`src/logic/lcd_timing_pkg.sv`:
```
package lcd_timing_pkg;

   // ==========================================================
   // Memory-cycle divider
   // ==========================================================
   localparam logic [1:0] MCLK_LAST  = 2'h3;  // Last dot of a memory cycle
   localparam int         MCLK_BIT   = 1;     // Divider bit shown as MCLK

   // ==========================================================
   // Register indices (selected through the address register)
   // ==========================================================
   localparam logic [4:0] IDX_HTOTAL    = 5'h00;  // Char times per line - 1
   localparam logic [4:0] IDX_HDISP     = 5'h01;  // Displayed chars per line
   localparam logic [4:0] IDX_VTOTAL    = 5'h04;  // Rows per frame - 1
   localparam logic [4:0] IDX_VDISP     = 5'h06;  // Displayed rows
   localparam logic [4:0] IDX_MAXRAS    = 5'h09;  // Rasters per row - 1
   localparam logic [4:0] IDX_CUR_START = 5'h0a;  // Cursor first raster
   localparam logic [4:0] IDX_CUR_END   = 5'h0b;  // Cursor last raster
   localparam logic [4:0] IDX_START_HI  = 5'h0c;  // Start address high
   localparam logic [4:0] IDX_START_LO  = 5'h0d;  // Start address low
   localparam logic [4:0] IDX_CUR_HI    = 5'h0e;  // Cursor address high
   localparam logic [4:0] IDX_CUR_LO    = 5'h0f;  // Cursor address low
   localparam logic [4:0] IDX_MODE      = 5'h16;  // Mode control register
   localparam logic [4:0] IDX_STATUS    = 5'h1f;  // Live timing status

   // ==========================================================
   // Attribute byte fields
   // ==========================================================
   localparam int ATTR_REVERSE = 0;  // Reverse video
   localparam int ATTR_CURSOR  = 4;  // Cursor fed back from cursor output
   localparam int ATTR_BLINK   = 5;  // Blink request

   // ==========================================================
   // Blink and easy-mode presets
   // ==========================================================
   localparam logic [4:0] BLINK_LAST     = 5'h1f;  // 32 frames per phase
   localparam logic [4:0] EASY_MAXRAS    = 5'h07;  // 8 rasters per row
   localparam logic [4:0] EASY_CUR_START = 5'h07;  // Underline cursor
   localparam logic [4:0] EASY_CUR_END   = 5'h07;
   localparam logic [7:0] EASY_VTOTAL    = 8'h18;  // 25 rows per frame

   // ==========================================================
   // Skew selection and shift counts
   // ==========================================================
   localparam logic [1:0] SKEW_NONE = 2'h0;
   localparam logic [1:0] SKEW_ONE  = 2'h1;
   localparam logic [1:0] SKEW_TWO  = 2'h2;
   localparam logic [2:0] SHIFTS_ONE  = 3'h1;
   localparam logic [2:0] SHIFTS_TWO  = 3'h2;
   localparam logic [2:0] SHIFTS_FOUR = 3'h4;

   // ==========================================================
   // Types
   // ==========================================================
   // Mode control register layout, also the pin group layout
   typedef struct packed {
      logic wide;
      logic graphic;
      logic attr;
      logic blink;
      logic disp;
   } mode_t;

   // Panel data lanes
   typedef struct packed {
      logic [3:0] upper;
      logic [3:0] lower;
   } panel_t;

   // Horizontal/vertical position of the raster scan
   typedef enum logic [1:0] {
      LP_DISPLAY = 2'b00,
      LP_RETRACE = 2'b01,
      LP_VBLANK  = 2'b10
   } line_phase_t;

endpackage

```
`src/logic/lcd_panel_timing_controller.sv`:
```
// How it works
// - Memory clock is dot clock divided by four
// - Reset low halts and zeroes timing counters
// - Reset leaves programmable registers untouched
// - Host access only while chip select low
// - Fetch window high while reading display data
// - Display, blink, attribute, graphic and wide modes are pin OR register bit
// - Display enable high shows, low blanks
// - Blink attribute alternates every 32 frames
// - Graphic select high picks graphic mode
// - Wide select high doubles character width
// - Large screen graphic moves 16 bits per cycle
// - Large screen selects 8-bit panel interface
// - Dual select high drives dual-screen panel
// - Easy mode applies preset raster settings
// - Upper nibble carries single or upper data
// - Lower nibble idle single 4-bit, else data
// - Skew selects none, one, two characters
// - Low byte dots, high byte attributes/bitmap
// - 16-bit memory and 5-bit raster address
// - Line latch clock and data shift clock
// - First-line marker and AC drive outputs
// - Host bus three-state, driven for reads
`timescale 1ns/10ps
module lcd_panel_timing_controller (
   // Clock, reset, enable
   input  wire logic        CLK,
   input  wire logic        RESETN,
   input  wire logic        CE,
   // Host register port
   input  wire logic        CS_N,
   input  wire logic        REGISTER_SEL,
   input  wire logic        WR_STB,
   input  wire logic        RD_STB,
   input  wire logic [7:0]  HOST_DATA_IN,
   output logic      [7:0]  HOST_DATA_OUT,
   output logic             HOST_DATA_OE_N,
   // Display memory
   output logic      [15:0] DISPLAY_MEMORY_ADDR,
   output logic      [4:0]  RASTER_LINE_ADDR,
   input  wire logic [7:0]  CHAR_DOT_DATA,
   input  wire logic [7:0]  ATTRIBUTE_DATA,
   // Timing outputs
   output logic             MCLK_OUT,
   output logic             DISPLAY_FETCH_WINDOW,
   output logic             CURSOR_TIMING,
   // Mode pins
   input  wire logic        SKEW_SELECT_LO,
   input  wire logic        SKEW_SELECT_HI,
   input  wire logic        DISPLAY_ON,
   input  wire logic        BLINK_ALLOW,
   input  wire logic        ATTRIBUTE_ENABLE,
   input  wire logic        GRAPHIC_SELECT,
   input  wire logic        WIDE_SELECT,
   input  wire logic        LARGE_SCREEN_SELECT,
   input  wire logic        DUAL_SCREEN_SELECT,
   input  wire logic        EASY_MODE,
   // Panel drivers
   output logic      [3:0]  UPPER_PANEL_DATA,
   output logic      [3:0]  LOWER_PANEL_DATA,
   output logic             LINE_LATCH_CLOCK,
   output logic             DATA_SHIFT_CLOCK,
   output logic             FRAME_START_MARKER,
   output logic             AC_DRIVE
);

   // ==========================================================
   // Declarations
   // ==========================================================
   logic [1:0]  div_reg;          // Dot counter inside a memory cycle
   logic        tick;             // Last dot of a memory cycle
   logic [4:0]  index_reg;        // Address register
   logic [7:0]  htotal_reg;       // Programmable registers
   logic [7:0]  hdisp_reg;
   logic [7:0]  vtotal_reg;
   logic [7:0]  vdisp_reg;
   logic [4:0]  maxras_reg;
   logic [4:0]  cur_start_reg;
   logic [4:0]  cur_end_reg;
   logic [15:0] start_reg;
   logic [15:0] cur_addr_reg;
   lcd_timing_pkg::mode_t mode_reg;
   lcd_timing_pkg::mode_t mode_eff;   // Pins ORed with register
   logic [4:0]  maxras_eff;           // After easy-mode override
   logic [4:0]  cur_start_eff;
   logic [4:0]  cur_end_eff;
   logic [7:0]  vtotal_eff;
   logic [7:0]  h_reg;            // Character time in line
   logic [4:0]  ras_reg;          // Raster in row
   logic [7:0]  row_reg;          // Row in frame
   logic [15:0] ma_reg;           // Current memory address
   logic [15:0] ma_row_reg;       // Address of row start
   logic        wide_half_reg;    // Second half of a wide character
   logic        line_end;
   logic        row_end;
   logic        frame_end;
   lcd_timing_pkg::line_phase_t phase;
   logic        win_now;          // Undelayed fetch window
   logic        cur_now;          // Undelayed cursor
   logic [1:0]  win_dly_reg;      // Skew delay stages
   logic [1:0]  cur_dly_reg;
   logic        win_skew;
   logic        cur_skew;
   logic [4:0]  frame_cnt_reg;    // Frames within a blink phase
   logic        blink_phase_reg;  // High while blinking chars blank
   logic [7:0]  dots;             // Character pixels after attributes
   logic [15:0] load_word;        // Word queued for the panel
   logic [2:0]  load_count;       // Shifts needed for that word
   logic [15:0] sh_word_reg;
   logic [2:0]  sh_left_reg;
   logic        wide8;            // 8 bits per shift
   logic        read_ok;
   logic        write_ok;
   logic [7:0]  read_value;

   // ==========================================================
   // Memory-cycle clock
   // ==========================================================
   // Divide the dot clock by four; one period is one memory cycle
   always_ff @(posedge CLK or negedge RESETN) begin
      if (!RESETN) begin
         div_reg <= 2'h0;
      end else if (CE) begin
         div_reg <= div_reg + 2'h1;
      end
   end
   assign tick     = CE && (div_reg == lcd_timing_pkg::MCLK_LAST);
   assign MCLK_OUT = div_reg[lcd_timing_pkg::MCLK_BIT];

   // ==========================================================
   // Host register port
   // ==========================================================
   assign write_ok = CE && !CS_N && WR_STB;
   assign read_ok  = CE && !CS_N && RD_STB;

   // Registers have no reset so that reset leaves them alone
   always_ff @(posedge CLK) begin
      if (write_ok && !REGISTER_SEL) begin
         index_reg <= HOST_DATA_IN[4:0];
      end else if (write_ok) begin
         case (index_reg)
            lcd_timing_pkg::IDX_HTOTAL:    htotal_reg <= HOST_DATA_IN;
            lcd_timing_pkg::IDX_HDISP:     hdisp_reg  <= HOST_DATA_IN;
            lcd_timing_pkg::IDX_VTOTAL:    vtotal_reg <= HOST_DATA_IN;
            lcd_timing_pkg::IDX_VDISP:     vdisp_reg  <= HOST_DATA_IN;
            lcd_timing_pkg::IDX_MAXRAS:    maxras_reg <= HOST_DATA_IN[4:0];
            lcd_timing_pkg::IDX_CUR_START:
               cur_start_reg <= HOST_DATA_IN[4:0];
            lcd_timing_pkg::IDX_CUR_END:   cur_end_reg <= HOST_DATA_IN[4:0];
            lcd_timing_pkg::IDX_START_HI:  start_reg[15:8] <= HOST_DATA_IN;
            lcd_timing_pkg::IDX_START_LO:  start_reg[7:0]  <= HOST_DATA_IN;
            lcd_timing_pkg::IDX_CUR_HI:   cur_addr_reg[15:8] <= HOST_DATA_IN;
            lcd_timing_pkg::IDX_CUR_LO:   cur_addr_reg[7:0]  <= HOST_DATA_IN;
            lcd_timing_pkg::IDX_MODE:      mode_reg <= HOST_DATA_IN[4:0];
            default: ;                      // Other indices ignore writes
         endcase
      end
   end

   // Read multiplexer: cursor address, mode and live status
   always_comb begin
      case (index_reg)
         lcd_timing_pkg::IDX_CUR_HI: read_value = cur_addr_reg[15:8];
         lcd_timing_pkg::IDX_CUR_LO: read_value = cur_addr_reg[7:0];
         lcd_timing_pkg::IDX_MODE:   read_value = {3'h0, mode_reg};
         lcd_timing_pkg::IDX_STATUS:
            read_value = {3'h0, blink_phase_reg, AC_DRIVE,
                          FRAME_START_MARKER, DISPLAY_FETCH_WINDOW,
                          CURSOR_TIMING};
         default:                    read_value = 8'h00;
      endcase
   end

   // Read data stands one cycle after the strobe, driven only then
   always_ff @(posedge CLK or negedge RESETN) begin
      if (!RESETN) begin
         HOST_DATA_OUT  <= 8'h00;
         HOST_DATA_OE_N <= 1'b1;
      end else if (CE) begin
         HOST_DATA_OE_N <= !(read_ok && REGISTER_SEL);
         HOST_DATA_OUT  <= (read_ok && REGISTER_SEL) ? read_value : 8'h00;
      end
   end

   // ==========================================================
   // Effective mode
   // ==========================================================
   // Each mode is the pin ORed with its register bit
   assign mode_eff.disp    = DISPLAY_ON       | mode_reg.disp;
   assign mode_eff.blink   = BLINK_ALLOW      | mode_reg.blink;
   assign mode_eff.attr    = ATTRIBUTE_ENABLE | mode_reg.attr;
   assign mode_eff.graphic = GRAPHIC_SELECT   | mode_reg.graphic;
   assign mode_eff.wide    = WIDE_SELECT      | mode_reg.wide;

   // Easy mode swaps in fixed raster and cursor settings
   assign maxras_eff    = EASY_MODE ? lcd_timing_pkg::EASY_MAXRAS
                                    : maxras_reg;
   assign cur_start_eff = EASY_MODE ? lcd_timing_pkg::EASY_CUR_START
                                    : cur_start_reg;
   assign cur_end_eff   = EASY_MODE ? lcd_timing_pkg::EASY_CUR_END
                                    : cur_end_reg;
   assign vtotal_eff    = EASY_MODE ? lcd_timing_pkg::EASY_VTOTAL
                                    : vtotal_reg;

   // ==========================================================
   // Raster scan counters
   // ==========================================================
   assign line_end  = tick && (h_reg == htotal_reg);
   assign row_end   = line_end && (ras_reg == maxras_eff);
   assign frame_end = row_end && (row_reg == vtotal_eff);

   // Character, raster and row counters
   always_ff @(posedge CLK or negedge RESETN) begin
      if (!RESETN) begin
         h_reg   <= 8'h00;
         ras_reg <= 5'h00;
         row_reg <= 8'h00;
      end else if (tick) begin
         h_reg <= line_end ? 8'h00 : h_reg + 8'h01;
         if (line_end) begin
            ras_reg <= row_end ? 5'h00 : ras_reg + 5'h01;
         end
         if (frame_end) begin
            row_reg <= 8'h00;
         end else if (row_end) begin
            row_reg <= row_reg + 8'h01;
         end
      end
   end

   // Scan phase used to open the fetch window
   always_comb begin
      if (row_reg >= vdisp_reg) begin
         phase = lcd_timing_pkg::LP_VBLANK;
      end else if (h_reg >= hdisp_reg) begin
         phase = lcd_timing_pkg::LP_RETRACE;
      end else begin
         phase = lcd_timing_pkg::LP_DISPLAY;
      end
   end

   // Memory address walk; wide mode holds each address two char times
   always_ff @(posedge CLK or negedge RESETN) begin
      if (!RESETN) begin
         ma_reg        <= 16'h0000;
         ma_row_reg    <= 16'h0000;
         wide_half_reg <= 1'b0;
      end else if (tick) begin
         if (frame_end) begin
            ma_reg        <= start_reg;
            ma_row_reg    <= start_reg;
            wide_half_reg <= 1'b0;
         end else if (row_end) begin
            ma_row_reg    <= ma_reg;     // Next row follows this one
            wide_half_reg <= 1'b0;
         end else if (line_end) begin
            ma_reg        <= ma_row_reg; // Repeat row for next raster
            wide_half_reg <= 1'b0;
         end else if (phase == lcd_timing_pkg::LP_DISPLAY) begin
            wide_half_reg <= mode_eff.wide && !wide_half_reg;
            if (!mode_eff.wide || wide_half_reg) begin
               ma_reg <= ma_reg + 16'h0001;
            end
         end
      end
   end
   assign DISPLAY_MEMORY_ADDR = ma_reg;
   assign RASTER_LINE_ADDR    = ras_reg;

   // ==========================================================
   // Fetch window, cursor and skew
   // ==========================================================
   assign win_now = (phase == lcd_timing_pkg::LP_DISPLAY)
                    && mode_eff.disp;
   assign cur_now = win_now && (ma_reg == cur_addr_reg)
                    && (ras_reg >= cur_start_eff)
                    && (ras_reg <= cur_end_eff);

   // Delay line, one stage per character time
   always_ff @(posedge CLK or negedge RESETN) begin
      if (!RESETN) begin
         win_dly_reg <= 2'h0;
         cur_dly_reg <= 2'h0;
      end else if (tick) begin
         win_dly_reg <= {win_dly_reg[0], win_now};
         cur_dly_reg <= {cur_dly_reg[0], cur_now};
      end
   end

   // Prohibited skew code falls back to no skew
   always_comb begin
      case ({SKEW_SELECT_HI, SKEW_SELECT_LO})
         lcd_timing_pkg::SKEW_ONE: begin
            win_skew = win_dly_reg[0];
            cur_skew = cur_dly_reg[0];
         end
         lcd_timing_pkg::SKEW_TWO: begin
            win_skew = win_dly_reg[1];
            cur_skew = cur_dly_reg[1];
         end
         default: begin
            win_skew = win_now;
            cur_skew = cur_now;
         end
      endcase
   end
   assign DISPLAY_FETCH_WINDOW = win_skew;
   assign CURSOR_TIMING        = cur_skew;

   // ==========================================================
   // Frame-rate signals
   // ==========================================================
   // Blink phase flips after every 32 frames; AC drive every frame
   always_ff @(posedge CLK or negedge RESETN) begin
      if (!RESETN) begin
         frame_cnt_reg   <= 5'h00;
         blink_phase_reg <= 1'b0;
         AC_DRIVE        <= 1'b0;
      end else if (frame_end) begin
         frame_cnt_reg <= frame_cnt_reg + 5'h01;
         if (frame_cnt_reg == lcd_timing_pkg::BLINK_LAST) begin
            blink_phase_reg <= !blink_phase_reg;
         end
         AC_DRIVE <= !AC_DRIVE;
      end
   end

   // Line latch at each line end; marker over the first line only
   always_ff @(posedge CLK or negedge RESETN) begin
      if (!RESETN) begin
         LINE_LATCH_CLOCK   <= 1'b0;
         FRAME_START_MARKER <= 1'b0;
      end else if (CE) begin
         LINE_LATCH_CLOCK   <= line_end;
         FRAME_START_MARKER <= (row_reg == 8'h00)
                               && (ras_reg == 5'h00);
      end
   end

   // ==========================================================
   // Pixel formation
   // ==========================================================
   // Character pixels: cursor bit, reverse and blink attributes
   always_comb begin
      dots = CHAR_DOT_DATA;
      if (mode_eff.attr && ATTRIBUTE_DATA[lcd_timing_pkg::ATTR_REVERSE]) begin
         dots = ~dots;
      end
      if (ATTRIBUTE_DATA[lcd_timing_pkg::ATTR_CURSOR]) begin
         dots = ~dots;
      end
      if (mode_eff.blink && blink_phase_reg
          && ATTRIBUTE_DATA[lcd_timing_pkg::ATTR_BLINK]) begin
         dots = 8'h00;
      end
   end

   assign wide8 = LARGE_SCREEN_SELECT || DUAL_SCREEN_SELECT;

   // Word and shift count for the coming memory cycle
   always_comb begin
      if (DUAL_SCREEN_SELECT) begin
         // Interleave: upper screen from low byte, lower from high
         load_word  = {CHAR_DOT_DATA[7:4], ATTRIBUTE_DATA[7:4],
                       CHAR_DOT_DATA[3:0], ATTRIBUTE_DATA[3:0]};
         load_count = lcd_timing_pkg::SHIFTS_TWO;
      end else if (mode_eff.graphic) begin
         load_word  = {CHAR_DOT_DATA, ATTRIBUTE_DATA};
         load_count = LARGE_SCREEN_SELECT ? lcd_timing_pkg::SHIFTS_TWO
                                          : lcd_timing_pkg::SHIFTS_FOUR;
      end else begin
         load_word  = {dots, 8'h00};
         load_count = LARGE_SCREEN_SELECT ? lcd_timing_pkg::SHIFTS_ONE
                                          : lcd_timing_pkg::SHIFTS_TWO;
      end
      if (!win_skew) begin
         load_word = 16'h0000;
      end
   end

   // ==========================================================
   // Panel shifter
   // ==========================================================
   // Word latched at cycle end, shifted out over the next cycle
   always_ff @(posedge CLK or negedge RESETN) begin
      if (!RESETN) begin
         sh_word_reg      <= 16'h0000;
         sh_left_reg      <= 3'h0;
         DATA_SHIFT_CLOCK <= 1'b0;
         UPPER_PANEL_DATA <= 4'h0;
         LOWER_PANEL_DATA <= 4'h0;
      end else if (CE) begin
         DATA_SHIFT_CLOCK <= (sh_left_reg != 3'h0);
         if (sh_left_reg != 3'h0) begin
            UPPER_PANEL_DATA <= sh_word_reg[15:12];
            LOWER_PANEL_DATA <= wide8 ? sh_word_reg[11:8]
                                      : 4'h0;
         end
         if (tick) begin
            sh_word_reg <= load_word;
            sh_left_reg <= load_count;
         end else if (sh_left_reg != 3'h0) begin
            sh_word_reg <= wide8 ? {sh_word_reg[7:0], 8'h00}
                                 : {sh_word_reg[11:0], 4'h0};
            sh_left_reg <= sh_left_reg - 3'h1;
         end
      end
   end

endmodule

```
`config.mk`:
```
export PLATFORM = sky130hd
export DESIGN_NAME = lcd_panel_timing_controller
export DESIGN_NICKNAME = d
export VERILOG_FILES = /design/src/logic/lcd_timing_pkg.sv /design/src/logic/lcd_panel_timing_controller.sv
export SDC_FILE = /design/constraint.sdc
export NUM_CORES = 1
export LEC_CHECK = 0
export BUFFER_PORTS_ARGS = -buffer_cell sky130_fd_sc_hd__buf_2
export CAP_MARGIN = 25
export CORE_UTILIZATION = 50
export DETAILED_ROUTE_END_ITERATION = 8
export PLACE_DENSITY = 0.7
export SLEW_MARGIN = 40
export SYNTH_ARGS = -nofsm -noshare
export SYNTH_HDL_FRONTEND = slang
export SYNTH_SLANG_ARGS = --single-unit
```
`constraint.sdc`:
```
create_clock -name CLK -period 3.2 [get_ports CLK]
set_input_delay 0.32 -clock CLK [delete_from_list [all_inputs] [get_ports CLK]]
set_output_delay 0.32 -clock CLK [all_outputs]
set_load 0.05 [all_outputs]
```
==> results.sh, run 1 <==
export IMPL_netlist_cell_type_count=65
export IMPL_worst_pin_slew_ns=0.7482
export IMPL_leakagePower_nw=4.781
export IMPL_setup_viol=0
export IMPL_die_area_um2=20810
export IMPL_routed_wl_um=24490
export IMPL_place_congestion=0.8539
export IMPL_drcViolationCount=0
export IMPL_power_density_nw_per_um2=639.7
export IMPL_clock_path_buffers=2
export IMPL_antenna_found_initial=0
export IMPL_synth_flop_cell="dfrtp_1"
export IMPL_setup_slack_ns=0.09625
export IMPL_drv_cap=0
export IMPL_synth_top_area_frac=0.2642
export IMPL_critPathArrivalTime_ns=2.78
export IMPL_finalNetCount=1127
export IMPL_rows=51
export IMPL_finish_utilization=0.5920
export IMPL_timing_final_crit_period_ns=3.104
export IMPL_hold_worst_slack_ns=0.1403
export IMPL_rsz0062_at_grt="true"
export IMPL_timing_final_crit_share=0.9699
export IMPL_antenna_cells=0
export IMPL_netlist_instances=955
export IMPL_preCtsSetupSlack_ns=0.1116
export IMPL_yosysMostFrequentCell="dfrtp_1"
export IMPL_cp_cell_sequence="inv_2, ha_4, nand2b_4, a2111oi_4, nor4_2, a211oi_2, nand2_1, or3_4, a21oi_4, buf_6"
export IMPL_hold_violations=0
export IMPL_netlist_top_cells_area="edfxtp_1 26%, dfrtp_1 26%, ha_1 5.1%"
export IMPL_ir_drop_v=0.0003704
export IMPL_drv_slew=0
export IMPL_power_switching_mw=2.634
export IMPL_critical_path_class="reg2out"
export IMPL_die_w_um=144.2
export IMPL_track_usage=0.2461
export IMPL_slew_headroom=0.5002
export IMPL_yosys_warnings=0
export IMPL_die_h_um=144.2
export IMPL_fin_skew_ns=0.009742
export IMPL_core_area_um2=19650
export IMPL_area_delta_synth_final_pct=15.02
export IMPL_dp_cells=1287
export IMPL_seqPwrFrac=0.434
export IMPL_path_delay_family="compound AO/OA/AOI/OAI gates"
export IMPL_cts_buffers=17
export IMPL_grt_max_degree=64
export IMPL_drive_above_1_share=0.2044
export IMPL_clkTransAtPathRegs_ns=0.07
export IMPL_grt_pass1_wl_um=37690
export IMPL_swShare=0.3539
export IMPL_ys_top_cells_by_count="105 x dfrtp_1, 98 x nand2_1, 89 x edfxtp_1"
export IMPL_crit_slowest_cell="dfrtp_1"
export IMPL_synth_area_um2=10120
export IMPL_syn_avg_cell_area_um2=10.59
export IMPL_start_kind="flop"
export IMPL_synth_nets=1037
export IMPL_first_pass_iters=6
export IMPL_synthArstFlopShare=0.5436
export IMPL_p_total_mw=7.443
export IMPL_cts_tree="yes"
export IMPL_pwr_share_comb=0.281
export IMPL_min_path_type="in2reg"
export IMPL_vias=7510
export IMPL_clockPowerShare=0.285
export IMPL_critPathCaptureType="primary output"
export IMPL_synth_top_area_cell="edfxtp_1"
export IMPL_path_buf_inv=2
export IMPL_status="completed"
export IMPL_ant_nets=0
export IMPL_start_util=0.5147
export IMPL_grt_pass1_vias=7039
export IMPL_htreeDepth=4
export IMPL_p_int_mw=4.809
export IMPL_viasPerCell=5.681
export IMPL_overflow=0
export IMPL_insertion_delay_ns=0.44
export IMPL_initialDrtViolationCount=583
export IMPL_cts_root_buf="clkbuf_16"
export IMPL_port_buffer_count=85
export IMPL_hpwlAfterDp_um=16630
export IMPL_synth_seq_area_share=0.5265
export IMPL_cp_max_fo=3
export IMPL_critPathRequiredTime_ns=2.88
export IMPL_post_drt_wl_per_cell_um=18.52
export IMPL_fmax_mhz=322.2
export IMPL_post_layout_nonfiller_instances=1322
export IMPL_synth_seq_cells=195
export IMPL_max_stage_delay_ns=0.39
export IMPL_cts_sinks=195
export IMPL_synth_edf_count=89
export IMPL_io_pins=86
==> per-stage QoR <==
stage	TNS, ns	cell area (um^2)
finish	0	11630
global route	-0.08221	11630
CTS	0	11570
detailed placement	0	10920
global placement	0	10920
floorplan	0	10120
==> cell usage in the layout, fill, tap and decap left out, types with 41 or more instances in the layout <==
cell type,Yosys,routed
nand2_1,98,98
dfrtp_1,105,104
nor2_1,67,67
a21oi_1,57,57
buf_4,3,41
buf_2,7,82
inv_1,45,44
edfxtp_1,89,89
o21ai_0,73,73
==> worst paths after layout <==
kind / startpoint / endpoint / slack, ns / depth (start not counted)
worst max-delay path: row_reg[0]$_DFFE_PN0P_ / CURSOR_TIMING / 0.1 / 10
worst max register to register: row_reg[1]$_DFFE_PN0P_ / frame_cnt_reg[4]$_DFFE_PN0P_ / 0.48 / 8
max in group asynchronous: RESETN / row_reg[3]$_DFFE_PN0P_ / 1.97 / 3
worst min register to register: div_reg[0]$_DFFE_PN0P_ / div_reg[0]$_DFFE_PN0P_ / 0.47 / 1
min in group asynchronous: RESETN / UPPER_PANEL_DATA[1]$_DFFE_PN0P_ / 0.43 / 2
worst min-delay path: ATTRIBUTE_DATA[3] / sh_word_reg[3]$_DFFE_PN0P_ / 0.14 / 3
==> metal layers <==
metal / track usage / wire, um
met5: 0 / 0
met1: 0.3338 / 11300
met4: 0.07645 / 394
met2: 0.4033 / 11600
met3: 0.04139 / 1192
==> power groups by stage <==
stage / Combinational (mW) / Sequential, mW / Clock [mW]
after floorplan: 1.11 / 3.63 / 0
after global placement: 2.02 / 3.27 / 0
after detailed placement: 2.06 / 3.28 / 0
after CTS: 2.08 / 3.23 / 2.16
after global routing: 2.29 / 3.28 / 2.24
final: 2.09 / 3.23 / 2.12
==> cell families (layout without fill, tap and decap cells) <==
logic type	count (synthesis)	in the layout	synth area share
AND/OR/NAND/NOR	301	301	0.1499
AO/OA/AOI/OAI	215	215	0.1325
flip-flops	195	195	0.5265
buffers and inverters	101	203	0.04477
XOR/XNOR	60	60	0.05195
multiplexers	42	42	0.04366
adder cells (fa/ha/maj)	41	41	0.05071
==> worst register-to-register path, cell delays in order (launching register included) <==
cell and delay, ns:
dfrtp_1 0.39, buf_4 0.17, nor4bb_1 0.26, a31oi_1 0.07, o21a_1 0.21, nor4b_4 0.45, nor2b_2 0.41, buf_4 0.30
mux2_2 0.36
==> final cells by class <==
| cell class | count | area [um^2] |
|---|---|---|
| clock buffers | 20 | 489.2 |
| clock inverters | 11 | 96.34 |
| fillers | 1649 | 8019 |
| inverters | 45 | 168.9 |
| multi-input cells | 659 | 4442 |
| flip-flops and latches | 195 | 5328 |
| well taps | 265 | 331.6 |
| repair buffers | 127 | 779.5 |
==> repair_timing <==
item | in CTS | in global routing
setup buffers | 0 | 3
endpoints found under the hold margin | 43 | 0
endpoints found under the setup margin | 2 | 2
hold buffers | 1 | 0
pin swaps | 7 | 5
gates cloned | 0 | 0
resized for setup | 11 | 5
(Power assumes the default switching activity.)
==> run 2, diff against run 1 <==
--- a/config.mk
+++ b/config.mk
@@ -7,9 +7,11 @@
 export LEC_CHECK = 0
 export BUFFER_PORTS_ARGS = -buffer_cell sky130_fd_sc_hd__buf_2
 export CAP_MARGIN = 25
-export CORE_UTILIZATION = 50
+export CELL_PAD_IN_SITES_DETAIL_PLACEMENT = 1
+export CELL_PAD_IN_SITES_GLOBAL_PLACEMENT = 2
+export CORE_UTILIZATION = 40
 export DETAILED_ROUTE_END_ITERATION = 8
-export PLACE_DENSITY = 0.7
+export PLACE_DENSITY = 0.82
 export SLEW_MARGIN = 40
 export SYNTH_ARGS = -nofsm -noshare
 export SYNTH_HDL_FRONTEND = slang
==> run 2 against run 1 <==
Effect of this change: via count grew 1.4%; non-clock buffer count shrank 2; sequential share of layout area shrank 0.10 points; combinational power grew 2%; wire length grew 18%; global-route usage shrank 1.3 points; highest routed layer unchanged.
==> results.sh, run 2 (same netlist as run 1, synthesis figures left out) <==
export IMPL_core_area_um2=24530
export IMPL_io_pins=86
export IMPL_slew_headroom=0.4507
export IMPL_first_pass_iters=5
export IMPL_status="completed"
export IMPL_nFillCells=2781
export IMPL_ir_drop_v=0.0004011
export IMPL_cts_buffers=17
export IMPL_p_total_mw=7.546
export IMPL_grt_pass1_wl_um=45710
export IMPL_start_util=0.4123
export IMPL_hpwlAfterDp_um=19920
export IMPL_fin_skew_ns=0.01351
export IMPL_insertion_delay_ns=0.45
export IMPL_clock_path_buffers=2
export IMPL_dpl_cell_area_um2=10980
export IMPL_viasPerCell=5.517
export IMPL_drcViolationCount=0
export IMPL_antenna_found_initial=0
export IMPL_timing_final_crit_share=0.9921
export IMPL_cts_root_buf="clkbuf_16"
export IMPL_rsz0062_at_grt="true"
export IMPL_critPathArrivalTime_ns=2.85
export IMPL_rows=57
export IMPL_overflow=0
export IMPL_finalSetupTns_ns=0
export IMPL_drive_above_1_share=0.2027
export IMPL_hold_violations=0
export IMPL_post_drt_wl_per_cell_um=20.87
export IMPL_final_cell_mix="101 x dfrtp_1, 98 x nand2_1, 89 x edfxtp_1"
export IMPL_initialDrtViolationCount=499
export IMPL_fin_area_um2=11670
export IMPL_routed_wl_um=28800
export IMPL_track_usage=0.2331
export IMPL_antenna_cells=0
export IMPL_area_delta_synth_final_pct=15.35
export IMPL_port_buffer_count=85
export IMPL_cp_max_fo=4
export IMPL_final_common_cell="dfrtp_1"
export IMPL_timing_final_crit_period_ns=3.175
export IMPL_setup_viol=0
export IMPL_power_density_nw_per_um2=646.7
export IMPL_ant_nets=0
export IMPL_dp_cells=1345
export IMPL_drv_cap=0
export IMPL_fmax_mhz=315.0
export IMPL_die_area_um2=25930
export IMPL_place_congestion=0.8024
export IMPL_preCtsSetupSlack_ns=0.1296
export IMPL_critPathRequiredTime_ns=2.88
export IMPL_vias=7614
export IMPL_leakagePower_nw=4.783
export IMPL_htreeDepth=4
export IMPL_grt_max_degree=49
export IMPL_post_layout_nonfiller_instances=1380
export IMPL_start_kind="flop"
export IMPL_finalNetCount=1125
export IMPL_die_h_um=161.0
export IMPL_grt_pass1_vias=7818
export IMPL_critPathCaptureType="primary output"
export IMPL_clkTransAtPathRegs_ns=0.07
export IMPL_min_path_type="in2reg"
export IMPL_drv_slew=0
export IMPL_cts_tree="yes"
export IMPL_setup_slack_ns=0.02523
export IMPL_die_w_um=161.0
export IMPL_cts_sinks=195
export IMPL_critical_path_class="reg2out"
export IMPL_worst_pin_slew_ns=0.8222
run 2: changes by cell type in the layout (fill, tap and decap cells not counted), sizes merged:
cell / before / now
buf: 126 / 123
clkbuf: 20 / 23
clkinv: 4 / 5
clkinvlp: 3 / 0
inv: 48 / 49
run 2: power breakdown:
part	switching, mW	leakage (nW)	internal, mW	total (mW)
Clock	0.981	0.296	1.19	2.17
Sequential	0.343	2.19	2.89	3.23
Combinational	1.41	2.30	0.728	2.14
run 2: metrics by stage:
stage / utilization / hold slack, ns
detailed placement: 0.4476 / 0.4258
global placement: 0.4476 / 0.4333
floorplan: - / 0.02441
CTS: 0.4752 / 0.1151
finish: 0.4756 / 0.1328
global route: 0.4756 / 0.1535
run 2: timing repair:
action / 4_1_cts / 5_1_grt
setup buffers: 2 / 0
gates resized for setup: 15 / 3
endpoints found under the hold margin: 46 / 0
setup endpoints to repair: 2 / 2
hold buffers: 1 / 0
pin swaps: 7 / 2
run 2: worst paths after layout:
path	slack, ns	from	cells past startpoint	end
hold / removal	0.13	ATTRIBUTE_DATA[1]	3	sh_word_reg[1]$_DFFE_PN0P_
hold reg to reg	0.47	frame_cnt_reg[3]$_DFFE_PN0P_	1	frame_cnt_reg[3]$_DFFE_PN0P_
max in group asynchronous	1.97	RESETN	3	HOST_DATA_OE_N$_DFFE_PN1P_
setup / recovery	0.03	row_reg[0]$_DFFE_PN0P_	10	CURSOR_TIMING
setup reg to reg	0.42	row_reg[0]$_DFFE_PN0P_	12	DISPLAY_MEMORY_ADDR[11]$_DFFE_PN0P_
min in group asynchronous	0.49	RESETN	2	h_reg[2]$_DFFE_PN0P_
run 2: layer usage:
layer	track usage	wire length [um]
met1	0.3229	13430
met2	0.3779	13700
met3	0.03595	1182
met4	0.06818	488
met5	0	0
run 2: final cells by class:
| type | instances | area [um^2] | share of cell area |
|---|---|---|---|
| Multi-Input combinational cell | 659 | 4410 | 0.3780 |
| Clock buffer | 22 | 496.7 | 0.04257 |
| Tap cell | 324 | 405.4 | 0.03474 |
| Sequential cell | 195 | 5331 | 0.4569 |
| Clock inverter | 10 | 91.34 | 0.007828 |
| Timing Repair Buffer | 125 | 764.5 | 0.06552 |
| Inverter | 45 | 168.9 | 0.01448 |
run 2: worst max-delay path, cell delays in order, from the launching register on:
cell       delay [ns]
dfrtp_1          0.39
inv_2            0.09
ha_1             0.24
nand2b_4         0.17
a2111oi_4        0.33
nor4_2           0.10
a211oi_2         0.23
nand2_1          0.12
or3_4            0.37
a21oi_4          0.18
buf_6            0.18
